### src/inc/prs_pkg.sv
// constants and types of the partition read-state and progress-flag logic
// assumes: one clock, command decoding and program/erase engine outside
`default_nettype none

package prs_pkg;

	// ----------------------------------------------------------------
	// partitions
	// ----------------------------------------------------------------
	localparam int         NUM_PART   = 8;
	localparam int         PART_W     = 3;
	localparam logic [2:0] PARAM_PART = 3'h0;

	// ----------------------------------------------------------------
	// progress flag byte: reset value and bit positions
	// ----------------------------------------------------------------
	localparam logic [7:0] FLAGS_RST      = 8'h80;
	localparam logic [7:0] STAT_HIGH_BYTE = 8'h00;
	localparam int         FLG_IDLE       = 7;
	localparam int         FLG_ERASE_HOLD = 6;
	localparam int         FLG_ERASE_FAIL = 5;
	localparam int         FLG_PROG_FAIL  = 4;
	localparam int         FLG_SUPPLY_LOW = 3;
	localparam int         FLG_PROG_HOLD  = 2;
	localparam int         FLG_LOCKED     = 1;
	localparam int         FLG_OWNER      = 0;

	// ----------------------------------------------------------------
	// pin vector layout after the synchroniser
	// ----------------------------------------------------------------
	localparam int PINS_W   = 7;
	localparam int PIN_CE   = 0;
	localparam int PIN_OE   = 1;
	localparam int PIN_ADV  = 2;
	localparam int PIN_BCLK = 3;
	localparam int PIN_PART = 4;

	// ----------------------------------------------------------------
	// burst length codes and beat counts
	// ----------------------------------------------------------------
	localparam logic [2:0] BL_4     = 3'h1;
	localparam logic [2:0] BL_8     = 3'h2;
	localparam logic [2:0] BL_16    = 3'h3;
	localparam logic [4:0] BEATS_4  = 5'h04;
	localparam logic [4:0] BEATS_8  = 5'h08;
	localparam logic [4:0] BEATS_16 = 5'h10;
	localparam logic [4:0] BEATS_CONT = 5'h00;

	typedef enum logic [1:0] {
		RS_ARRAY,
		RS_STATUS,
		RS_IDENT,
		RS_QUERY
	} prs_rstate_t;

	typedef enum logic [3:0] {
		CMD_READ_ARRAY,
		CMD_READ_STATUS,
		CMD_READ_IDENT,
		CMD_READ_QUERY,
		CMD_PROGRAM,
		CMD_ERASE,
		CMD_LOCK,
		CMD_PROT_PROGRAM,
		CMD_CLEAR_STATUS,
		CMD_OTHER
	} prs_cmd_t;

endpackage

`default_nettype wire

### src/inc/prs_flags_if.sv
// carrier between the read-state logic and the progress-flag keeper
// assumes: all signals on the one block clock
`default_nettype none

interface prs_flags_if;
	logic       eng_busy;
	logic       eng_erase_hold;
	logic       eng_prog_hold;
	logic       set_erase_fail;
	logic       set_prog_fail;
	logic       set_supply_low;
	logic       set_locked;
	logic       seq_err;
	logic       clear_req;
	logic [7:0] flags;

	modport keeper (
		input  eng_busy, eng_erase_hold, eng_prog_hold, set_erase_fail,
		       set_prog_fail, set_supply_low, set_locked, seq_err,
		       clear_req,
		output flags
	);
	modport user (
		output eng_busy, eng_erase_hold, eng_prog_hold, set_erase_fail,
		       set_prog_fail, set_supply_low, set_locked, seq_err,
		       clear_req,
		input  flags
	);
endinterface

`default_nettype wire

### src/logic/prs_flags.sv
// progress flag keeper: engine-owned bits and sticky error bits
// assumes: engine levels and set pulses on clk; owner bit filled by user
`default_nettype none

module prs_flags (
	input  wire logic       clk,  // block clock
	input  wire logic       rst_n, // async reset, active low
	prs_flags_if.keeper     fl    // engine side and flag byte
);

	typedef struct packed {
		logic [7:0] flags;
	} prs_flags_st_t;

	prs_flags_st_t q_r;
	prs_flags_st_t q_nxt;

	// ----------------------------------------------------------------
	// next state
	// ----------------------------------------------------------------
	always_comb begin
		q_nxt = q_r;
		// engine sets and clears these freely
		q_nxt.flags[prs_pkg::FLG_IDLE]       = ~fl.eng_busy;
		q_nxt.flags[prs_pkg::FLG_ERASE_HOLD] = fl.eng_erase_hold;
		q_nxt.flags[prs_pkg::FLG_PROG_HOLD]  = fl.eng_prog_hold;
		// owner bit depends on the reader, filled in at snapshot
		q_nxt.flags[prs_pkg::FLG_OWNER]      = 1'b0;
		// sticky bits: clear first so a same-cycle set wins
		if (fl.clear_req) begin
			q_nxt.flags[prs_pkg::FLG_ERASE_FAIL] = 1'b0;
			q_nxt.flags[prs_pkg::FLG_PROG_FAIL]  = 1'b0;
			q_nxt.flags[prs_pkg::FLG_SUPPLY_LOW] = 1'b0;
			q_nxt.flags[prs_pkg::FLG_LOCKED]     = 1'b0;
		end
		if (fl.set_erase_fail || fl.seq_err) begin
			q_nxt.flags[prs_pkg::FLG_ERASE_FAIL] = 1'b1;
		end
		if (fl.set_prog_fail || fl.seq_err) begin
			q_nxt.flags[prs_pkg::FLG_PROG_FAIL] = 1'b1;
		end
		if (fl.set_supply_low) begin
			q_nxt.flags[prs_pkg::FLG_SUPPLY_LOW] = 1'b1;
		end
		if (fl.set_locked) begin
			q_nxt.flags[prs_pkg::FLG_LOCKED] = 1'b1;
		end
	end

	always_ff @(posedge clk or negedge rst_n) begin
		if (!rst_n) begin
			q_r.flags <= prs_pkg::FLAGS_RST;
		end else begin
			q_r <= q_nxt;
		end
	end

	assign fl.flags = q_r.flags;

endmodule

`default_nettype wire

### src/logic/prs_read_state.sv
// per-partition read state, read data steering and progress flag reads
// assumes: flash pins arrive unsynchronised; command decoder, engine,
// array and identifier/query data come from logic on clk
//
// What this block does
// - main partition busy: other partitions still serve query/protection reads
// - main partition busy: parameter partition still serves array reads
// - query/protection data served via partition neither busy nor param
// - protection program keeps parameter partition in status read state
// - param partition busy: query/protection reads still served but raise access_violation, array reads served
// - non-array reads are single words; later page words undefined
// - synchronous burst repeats non-array word until burst length delivered
// - every partition keeps its own independent read state
// - read-status command to a partition returns flags at its addresses
// - program, erase, lock switch that partition to status reads
// - status read drives flags on low byte, zero on high byte
// - async mode: flags captured on first falling of output/chip enable
// - status reads leave other partitions' read states untouched
// - idle flag: zero busy with owner bit valid, one ready
// - owner bit tells addressed partition versus another partition busy
// - erase hold flag is one exactly while erase is suspended
// - flag byte resets to idle bit only
// - idle and owner bits together encode the operation state
// - engine sets/clears bits 7,6,2,0; bits 5,4,3,1 sticky till clear
// - command sequence error sets bits 5 and 4 together
`default_nettype none

module prs_read_state (
	input  wire logic                  clk,             // block clock
	input  wire logic                  rst_n,           // async reset
	input  wire logic                  chip_en_n,       // chip enable pin
	input  wire logic                  out_en_n,        // output enable pin
	input  wire logic                  address_latch_n, // address latch pin
	input  wire logic                  burst_clk,       // burst clock pin
	input  wire logic [2:0]            part_addr,       // partition address
	input  wire logic                  sync_mode,       // 1 = sync burst
	input  wire logic [2:0]            burst_len,       // burst length code
	input  wire logic                  cmd_valid,       // command pulse
	input  wire prs_pkg::prs_cmd_t     cmd_kind,        // decoded command
	input  wire logic [2:0]            cmd_part,        // command partition
	input  wire logic                  eng_busy,        // engine running
	input  wire logic [2:0]            eng_part,        // engine partition
	input  wire logic                  eng_prot_prog,   // protection program
	input  wire logic                  eng_erase_hold,  // erase suspended
	input  wire logic                  eng_prog_hold,   // program suspended
	input  wire logic                  set_erase_fail,  // erase failed
	input  wire logic                  set_prog_fail,   // program failed
	input  wire logic                  set_supply_low,  // supply low
	input  wire logic                  set_locked,      // block locked
	input  wire logic                  seq_err,         // sequence error
	input  wire logic [15:0]           array_data,      // array read word
	input  wire logic [15:0]           nonarray_data,   // id/query word
	output logic      [15:0]           dq_out,          // data pins out
	output logic                       dq_oe,           // data pin enable
	output logic                       burst_done,      // burst delivered
	output logic                       access_violation, // forbidden access
	output logic      [15:0]           read_states      // 2 bits/partition
);

	// ----------------------------------------------------------------
	// state: synchroniser, read states and the latched access
	// ----------------------------------------------------------------
	// every flop of this module lives in this one struct
	typedef struct packed {
		logic [prs_pkg::PINS_W-1:0]                  s1;
		logic [prs_pkg::PINS_W-1:0]                  s2;
		logic [prs_pkg::PINS_W-1:0]                  prev;
		prs_pkg::prs_rstate_t [prs_pkg::NUM_PART-1:0] rstate;
		logic [7:0]                                  snap;
		logic [2:0]                                  lat_part;
		logic [15:0]                                 word;
		logic [4:0]                                  beats;
		logic [15:0]                                 dq_out;
		logic                                        dq_oe;
		logic                                        burst_done;
		logic                                        violation;
	} prs_rs_st_t;

	prs_rs_st_t q_r;
	prs_rs_st_t q_nxt;
	prs_flags_if fl ();

	// ----------------------------------------------------------------
	// flag keeper
	// ----------------------------------------------------------------
	prs_flags u_flags (
		.clk   (clk),
		.rst_n (rst_n),
		.fl    (fl.keeper)
	);

	// ----------------------------------------------------------------
	// engine hookup
	// ----------------------------------------------------------------
	// levels and pulses pass straight on; the keeper registers them
	assign fl.eng_busy       = eng_busy;
	assign fl.eng_erase_hold = eng_erase_hold;
	assign fl.eng_prog_hold  = eng_prog_hold;
	assign fl.set_erase_fail = set_erase_fail;
	assign fl.set_prog_fail  = set_prog_fail;
	assign fl.set_supply_low = set_supply_low;
	assign fl.set_locked     = set_locked;
	assign fl.seq_err        = seq_err;
	// clear leaves every read state alone
	assign fl.clear_req      = cmd_valid &&
	                           (cmd_kind == prs_pkg::CMD_CLEAR_STATUS);

	// ----------------------------------------------------------------
	// decode helpers
	// ----------------------------------------------------------------
	function automatic logic [4:0] beats_of(input logic [2:0] code);
		unique case (code)
			prs_pkg::BL_4:  beats_of = prs_pkg::BEATS_4;
			prs_pkg::BL_8:  beats_of = prs_pkg::BEATS_8;
			prs_pkg::BL_16: beats_of = prs_pkg::BEATS_16;
			default:        beats_of = prs_pkg::BEATS_CONT;
		endcase
	endfunction

	function automatic logic is_nonarray(input prs_pkg::prs_rstate_t s);
		is_nonarray = (s == prs_pkg::RS_IDENT) || (s == prs_pkg::RS_QUERY);
	endfunction

	// ----------------------------------------------------------------
	// next state
	// ----------------------------------------------------------------
	always_comb begin
		logic                 ce_n;
		logic                 oe_n;
		logic                 adv_n;
		logic                 bclk_rise;
		logic                 start;
		logic [2:0]           part;
		prs_pkg::prs_rstate_t s_new;
		prs_pkg::prs_rstate_t s_cur;
		logic                 param_busy;
		logic                 main_busy;
		logic [4:0]           lim;
		logic [4:0]           cnt;
		logic                 bad_param;
		logic                 bad_prot;
		logic                 bad_main;

		start      = 1'b0;
		q_nxt      = q_r;
		ce_n       = q_r.s2[prs_pkg::PIN_CE];
		oe_n       = q_r.s2[prs_pkg::PIN_OE];
		adv_n      = q_r.s2[prs_pkg::PIN_ADV];
		bclk_rise  = q_r.s2[prs_pkg::PIN_BCLK] &&
		             !q_r.prev[prs_pkg::PIN_BCLK];
		part       = q_r.s2[prs_pkg::PIN_PART +: prs_pkg::PART_W];
		s_new      = q_r.rstate[part];
		s_cur      = q_r.rstate[q_r.lat_part];
		param_busy = eng_busy && !eng_prot_prog &&
		             (eng_part == prs_pkg::PARAM_PART);
		main_busy  = eng_busy && !eng_prot_prog &&
		             (eng_part != prs_pkg::PARAM_PART);
		lim        = beats_of(burst_len);
		cnt        = q_r.beats + 5'h01;
		// forbidden mixes are still served; they only raise the flag,
		// since refusing them would hide the host fault from the model
		bad_param  = param_busy && is_nonarray(s_new);
		bad_prot   = eng_prot_prog &&
		             (part == prs_pkg::PARAM_PART);
		bad_main   = main_busy && is_nonarray(s_new) &&
		             (part == prs_pkg::PARAM_PART);

		// ------------------------------------------------------------
		// pin synchroniser
		// ------------------------------------------------------------
		// pins pass two flops before use; prev is a third stage that
		// only feeds the edge detectors
		q_nxt.s1   = {part_addr, burst_clk, address_latch_n, out_en_n,
		              chip_en_n};
		q_nxt.s2   = q_r.s1;
		q_nxt.prev = q_r.s2;

		// ------------------------------------------------------------
		// read state per partition
		// ------------------------------------------------------------
		// only the commanded partition changes state, apart from the parameter
		// partition pinned below during protection programming; a status read
		// never moves any other partition
		if (cmd_valid) begin
			unique case (cmd_kind)
				prs_pkg::CMD_READ_ARRAY:
					q_nxt.rstate[cmd_part] = prs_pkg::RS_ARRAY;
				prs_pkg::CMD_READ_STATUS:
					q_nxt.rstate[cmd_part] = prs_pkg::RS_STATUS;
				prs_pkg::CMD_READ_IDENT:
					q_nxt.rstate[cmd_part] = prs_pkg::RS_IDENT;
				prs_pkg::CMD_READ_QUERY:
					q_nxt.rstate[cmd_part] = prs_pkg::RS_QUERY;
				prs_pkg::CMD_PROGRAM,
				prs_pkg::CMD_ERASE,
				prs_pkg::CMD_LOCK,
				prs_pkg::CMD_PROT_PROGRAM,
				prs_pkg::CMD_OTHER:
					q_nxt.rstate[cmd_part] = prs_pkg::RS_STATUS;
				prs_pkg::CMD_CLEAR_STATUS: ;
			endcase
		end
		// protection programming pins the parameter partition to status
		if (eng_prot_prog) begin
			q_nxt.rstate[prs_pkg::PARAM_PART] = prs_pkg::RS_STATUS;
		end

		// ------------------------------------------------------------
		// access start
		// ------------------------------------------------------------
		// async: first of the two enables to fall starts the access;
		// sync: chip enable or latch must toggle, burst beats do not
		if (!sync_mode) begin
			start = (q_r.prev[prs_pkg::PIN_CE] &&
			         q_r.prev[prs_pkg::PIN_OE]) && !(ce_n && oe_n);
		end else begin
			start = (q_r.prev[prs_pkg::PIN_CE] && !ce_n) ||
			        (q_r.prev[prs_pkg::PIN_ADV] && !adv_n && !ce_n);
		end

		// ------------------------------------------------------------
		// snapshot, violation pulse and burst beats
		// ------------------------------------------------------------
		// the snapshot is taken once per access; a long burst shows
		// stale flags until the host toggles chip enable or the latch
		q_nxt.violation = 1'b0;
		if (start) begin
			q_nxt.lat_part   = part;
			q_nxt.snap       = fl.flags;
			// owner bit only means something while the engine runs
			q_nxt.snap[prs_pkg::FLG_OWNER] = eng_busy &&
			                                 (eng_part != part);
			// one word per access, held for every later beat
			q_nxt.word       = nonarray_data;
			q_nxt.beats      = 5'h00;
			q_nxt.burst_done = 1'b0;
			q_nxt.violation  = bad_param || bad_prot || bad_main;
		end else if (sync_mode && bclk_rise && !ce_n && !q_r.burst_done) begin
			// a stopped burst clock simply holds the count
			q_nxt.beats = cnt;
			// continuous bursts never complete
			if (lim != prs_pkg::BEATS_CONT && cnt == lim) begin
				q_nxt.burst_done = 1'b1;
			end
		end

		// ------------------------------------------------------------
		// data steering
		// ------------------------------------------------------------
		// steer from the partition and snapshot latched in this cycle,
		// so the word is already right on the edge that raises dq_oe
		// array reads are served in every partition the engine is not
		// using, parameter partition included
		s_cur = q_r.rstate[q_nxt.lat_part];
		unique case (s_cur)
			prs_pkg::RS_ARRAY:
				q_nxt.dq_out = array_data;
			prs_pkg::RS_STATUS:
				q_nxt.dq_out = {prs_pkg::STAT_HIGH_BYTE, q_nxt.snap};
			prs_pkg::RS_IDENT,
			prs_pkg::RS_QUERY:
				q_nxt.dq_out = q_nxt.word;
		endcase
		// enable follows the synced pins, so a held enable keeps driving
		q_nxt.dq_oe = !ce_n && !oe_n;
	end

	// ----------------------------------------------------------------
	// state register
	// ----------------------------------------------------------------
	// pins reset to their idle high level so that no enable fall is
	// seen on the first edges after reset
	always_ff @(posedge clk or negedge rst_n) begin
		if (!rst_n) begin
			q_r      <= '0;
			q_r.s1   <= '1;
			q_r.s2   <= '1;
			q_r.prev <= '1;
			q_r.snap <= prs_pkg::FLAGS_RST;
		end else begin
			q_r <= q_nxt;
		end
	end

	// ----------------------------------------------------------------
	// outputs
	// ----------------------------------------------------------------
	assign dq_out           = q_r.dq_out;
	assign dq_oe            = q_r.dq_oe;
	assign burst_done       = q_r.burst_done;
	assign access_violation = q_r.violation;
	assign read_states      = q_r.rstate;

endmodule

`default_nettype wire

### config.mk
export PLATFORM = sky130hd
export DESIGN_NAME = prs_read_state
export DESIGN_NICKNAME = d
export VERILOG_FILES = /design/src/inc/prs_pkg.sv /design/src/inc/prs_flags_if.sv /design/src/logic/prs_flags.sv /design/src/logic/prs_read_state.sv
export SDC_FILE = /design/constraint.sdc
export NUM_CORES = 1
export LEC_CHECK = 0
export BUFFER_PORTS_ARGS = -buffer_cell sky130_fd_sc_hd__buf_2
export CORE_MARGIN = 8
export CORE_UTILIZATION = 54
export DETAILED_ROUTE_END_ITERATION = 10
export PLACE_DENSITY = 0.87
export RECOVER_POWER = 25
export SLEW_MARGIN = 20
export SYNTH_ARGS = -nofsm -noshare
export SYNTH_HDL_FRONTEND = slang
export SYNTH_SLANG_ARGS = --single-unit
### constraint.sdc
create_clock -name clk -period 2.4 [get_ports clk]
set_input_delay 0.12 -clock clk [delete_from_list [all_inputs] [get_ports clk]]
set_output_delay 0.12 -clock clk [all_outputs]
set_load 0.01 [all_outputs]
==> results of run 1 <==
[worst paths after layout]
check	from	endpoint	slack (ns)	depth (start not counted)
hold reg to reg	q_nxt[76]	q_nxt[69]	0.36	0
setup reg to reg	q_nxt[72]	dq_out[8]	0.09	5
max in group asynchronous	rst_n	q_r[22]	0.51	2
setup / recovery	q_nxt[72]	dq_out[8]	0.09	5
min in group asynchronous	rst_n	q_r[32]	0.81	2
hold / removal	nonarray_data[15]	q_r[39]	0.01	2
[timing repair]
action,in CTS,in global routing
hold endpoints to repair,88,0
setup buffers,0,1
hold buffers,21,0
resized for setup,0,5
setup endpoints to repair,0,15
[final cells by class]
class | instances | area [sq um]
Multi-Input combinational cell | 220 | 1770
Tap cell | 105 | 131
Clock buffer | 11 | 141
Timing Repair Buffer | 136 | 817
Clock inverter | 5 | 100
Fill cell | 607 | 2750
Inverter | 3 | 11.3
Sequential cell | 92 | 2330
[metrics by stage]
stage	instance area (sq um)	cells	power (W)	setup WS, ns	hold slack, ns
2_1_floorplan	4410	365	0.00263	0.278	-0.176
3_3_place_gp	4830	534	0.00281	0.131	0.226
3_5_place_dp	4830	534	0.00287	0.0754	0.227
4_1_cts	5280	571	0.00412	0.0570	0.00319
5_1_grt	5300	572	0.00431	0.00430	0.0186
6_report	5300	572	0.00412	0.0901	0.0132
[cell families (layout without fill, tap and decap cells)]
family | after synthesis | count (layout) | share of synthesized area
XOR/XNOR | 9 | 9 | 0.0179
flip-flops | 92 | 92 | 0.527
AND/OR/NAND/NOR | 82 | 82 | 0.0987
adder cells (fa/ha/maj) | 2 | 2 | 0.00567
AO/OA/AOI/OAI | 79 | 79 | 0.129
multiplexers | 48 | 48 | 0.145
buffers and inverters | 53 | 155 | 0.0760
[Yosys cell counts, types with 9 or more instances]
| library cell | number |
|---|---|
| dfrtp_1 | 72 |
| buf_4 | 33 |
| mux2_2 | 33 |
| dfstp_2 | 20 |
| nand2_1 | 16 |
| nor2_1 | 15 |
| a21oi_1 | 13 |
| nand3_1 | 13 |
| and3_1 | 11 |
| o21ai_0 | 11 |
| a21o_1 | 10 |
| clkbuf_1 | 10 |
| o31ai_1 | 9 |
[registers in the layout, indices dropped and copies added, names as in the netlist]
| register | cells |
|---|---|
| access_violation | 1 |
| burst_done | 1 |
| dq_oe | 1 |
| dq_out | 16 |
| q_nxt | 14 |
| q_r | 36 |
| read_states | 16 |
| u_flags.fl.flags | 7 |
[report_power, final]
| part | internal, W | switching, W | leakage, nW |
|---|---|---|---|
| Clock | 0.000717 | 0.000523 | 0.123 |
| Combinational | 0.000465 | 0.000491 | 1.24 |
| Sequential | 0.00179 | 0.000131 | 1.09 |
| Total | 0.00297 | 0.00114 | 2.45 |
[critical path: cells and delay by family, from the launching register on]
family / cells / cell delay [ns]
AND/OR/NAND/NOR: 2 / 0.49
flip-flops: 1 / 0.66
multiplexers: 2 / 0.93
AO/OA/AOI/OAI: 1 / 0.13
[routing by layer]
layer	vias up	wire [um]	track usage
met5	-	0	0
met4	0	244	0.0784
met3	20	507	0.0502
met2	95	5640	0.329
met1	1613	4260	0.226
li1	1487	-	-
==> out/results.tsv, run 1 <==
metric	value	unit
initial core utilization	0.548	
Port Buffers	99	
core area	8050	sq um
routability cong.	0.844	
Util after Layout	0.658	
Hold Path Class	primary input to register	
post-route ant nets	0	
clock-pin slew on the worst setup and hold paths	0.09	ns
DR vias	3215	
async set or reset register ratio after synthesis	1.00	
final wirelength	10700	um
All-Layer GR Usage	0.193	
area share of the largest cell type after synthesis	0.408	
area delta synth->final	20.0	%
Crit Path Category	register to register	
clock insertion delay at the later pin of the skew report	0.37	ns
drt drc	0	
Clock Tree Root	clkbuf_8	
setup_tns	0	ns
total die area	11300	sq um
vias per cell	5.62	
Ys Warns	0	
number of max-cap violations	1	
Pwr per Cell Area	778	nW/um^2
Ports	100	
global route overflow	0	
Tmin final	2.31	ns
clock sinks	92	
diode count	0	
endpoints failing setup	0	
slowest CP cell	dfstp_2	
Worst Setup End Kind	register	
Netlist cell types	48	
layout cells sized above 1	0.403	
Die Ht	106	um
most frequent cells in the layout	92 x buf_2, 72 x dfrtp_1, 33 x mux2_2	
first-pass GRT wire length	17400	um
critical path required time	2.65	ns
max incr delay on CP	0.66	ns
Final Cycle Share	0.962	
FF+latch count, synth	92	
Die X	106	um
CP Max Fanout	10	
syn_nets	432	
fmax	433	MHz
crit start category	register	
IR drop worst, VDD	0.468	mV
Worst Skew	0.0147	ns
CTS Buf Count	9	
estimated wirelength of the detail-placed design	7540	um
largest net degree at the start of global routing	88	
Syn Area/Cell	12.1	sq um
outcome	finished with violations	
worst path cell trace	mux4_2 -> nor2_1 -> a211oi_4 -> nor2_4 -> mux2_2	
routed length per instance	18.6	um
Worst Path Arrival	2.56	ns
Synth area leaders	dfrtp_1 41%, dfstp_2 12%, mux2_2 8.4%, buf_4 5.6%, mux4_2 3.6%	
CTS Buffer Depth	2	
top_reg_cell synth	dfrtp_1	
post-synth top area cell	dfrtp_1	
vias in the first global route	3554	
worst-margin pin slew	1.83	ns
Post-synth EDFFs	0	
fin nets	529	
Initial DRC Count	155	
Slew headroom	-0.221	
most common cell after layout, fill and taps aside	buf_2	
Lkg Pwr	2.45	nW
drt first pass iters	4	
failing checks	max-capacitance violations, max-slew violations	
Row Count	33	
Final Max Tran Viols	88	
Post-Syn Instances	365	
antenna violations before repair	0	
Synth Cell Area	4410	sq um
unrepaired setup endpoints after global routing	no	
number of H-tree levels	3	
Final Hold Vio Count	0	
CTS tree	built	
register area share after synthesis	0.527	
(Power assumes the default switching activity.)
==> run 2: changes to the inputs <==
Settings changed: CORE_UTILIZATION 54 to 25, CTS_CLUSTER_SIZE set to 30, PLACE_DENSITY 0.87 to 0.5.
==> run 2 against run 1 <==
The flow now finishes without violations. Largest cell class unchanged. Critical path depth increased by 1. Sequential cell count stayed put. Sequential power hardly changed. Global-route usage is 8.6 points lower. Final area increased by 4.7%.
==> out/results.tsv, run 2 (same netlist as run 1, synthesis figures left out) <==
metric	value	unit
outcome	finished clean	
number of H-tree levels	3	
clock-pin slew on the worst setup and hold paths	0.07	ns
total power	0.00438	W
largest net degree at the start of global routing	42	
Worst Path Arrival	2.50	ns
max reg flops	36	
initial core utilization	0.255	
Worst Skew	0.00937	ns
Final Max Tran Viols	0	
fin nets	530	
most common cell after layout, fill and taps aside	buf_2	
Port Buffers	99	
All-Layer GR Usage	0.106	
most frequent cells in the layout	96 x buf_2, 72 x dfrtp_1, 33 x mux2_2	
drt drc	0	
fin area	5550	sq um
clock insertion delay at the later pin of the skew report	0.34	ns
core area	17300	sq um
critical path required time	2.60	ns
FF/Latch Area	2330	sq um
Multi-input gate area	1760	sq um
vias in the first global route	3415	
Slew headroom	0.284	
layout cells sized above 1	0.421	
post-route ant nets	0	
drt first pass iters	4	
vias per cell	4.53	
Ports	100	
Crit. Startpoint	q_nxt[69]	
global route overflow	0	
estimated wirelength of the detail-placed design	8710	um
reg2reg setup slack	0.1	ns
crit start category	register	
FILL cells	1769	
final wirelength	11400	um
antenna violations before repair	1	
clock sinks	92	
hold path start	nonarray_data[11]	
Initial DRC Count	171	
Die X	149	um
CTS tree	built	
routability cong.	0.784	
DR vias	3141	
endpoints failing setup	0	
total die area	22200	sq um
Crit Path Category	register to register	
CTS Buffer Depth	2	
Pwr per Cell Area	790	nW/um^2
routed length per instance	16.4	um
Worst Setup End Kind	register	
fmax	435	MHz
Final Cycle Share	0.959	
unrepaired setup endpoints after global routing	no	
placed cell area	5020	sq um
Tmin final	2.30	ns
Util after Layout	0.321	
setup_tns	0	ns
Lkg Pwr	2.51	nW
area delta synth->final	25.7	%
Largest Register	q_r	
CP Max Fanout	17	
Row Count	48	
Clock Tree Root	clkbuf_16	
number of max-cap violations	0	
RR Startpoint	q_nxt[69]	
worst-margin pin slew	1.07	ns
Die Ht	149	um
Hold Path Class	primary input to register	
first-pass GRT wire length	18300	um
IR drop worst, VDD	0.379	mV
Final Hold Vio Count	0	
CTS Buf Count	9	
[run 2: changes by cell type in the layout (fill, tap and decap cells not counted), sizes merged]
cell,previous run,this run
buf,108,116
bufinv,3,0
dlygate4sd3,21,18
clkinv,2,0
diode,0,1
inv,3,4
[run 2: layout make-up]
| type | instances | share of cell area |
|---|---|---|
| clock inverter | 1 | 0.00113 |
| inverter | 3 | 0.00203 |
| tap | 225 | 0.0508 |
| antenna | 1 | 0.000451 |
| clock buffer | 15 | 0.0580 |
| sequential | 92 | 0.420 |
| timing repair buffer | 137 | 0.151 |
| multi-input combinational | 220 | 0.317 |
[run 2: where the power goes]
group	switching, W	internal [W]
clock	0.000582	0.000922
sequential	0.000124	0.00180
combinational	0.000487	0.000474
total	0.00119	0.00319
[run 2: metrics by stage]
stage	setup slack, ns	hold WS, ns	cells
5_1_grt	0.00588	0.0244	694
6_report	0.0991	0.0291	694
3_5_place_dp	0.0275	0.147	658
3_3_place_gp	0.0746	0.141	658
2_1_floorplan	0.278	-0.176	365
4_1_cts	0.00552	0.0141	692
[run 2: metal layers]
metal | vias up | share of wire | GRT usage
li1 | 1491 | - | -
met3 | 15 | 0.047 | 0.0246
met2 | 93 | 0.50 | 0.176
met1 | 1542 | 0.43 | 0.128
met5 | - | 0 | 0
met4 | 0 | 0.024 | 0.0530
[run 2: worst paths after layout]
| check | endpoint | cells after the start |
|---|---|---|
| max reg2reg | dq_out[2] | 6 |
| max | dq_out[2] | 6 |
| min reg2reg | q_nxt[69] | 0 |
| min in group asynchronous | read_states[9] | 2 |
| min | q_r[35] | 2 |
| max in group asynchronous | dq_out[11] | 3 |
[run 2: critical path, stage by stage (launching register included)]
cell	delay (ns)
dfstp_2	0.53
nor2b_1	0.06
o21ai_1	0.41
nand2_1	0.13
buf_4	0.22
a2111oi_0	0.68
o31ai_1	0.14
[run 2: timing repair]
item | CTS | global route
setup endpoints to repair | 0 | 13
hold endpoints to repair | 36 | 0
resized for setup | 0 | 3
setup buffers | 0 | 1
hold buffers | 18 | 0
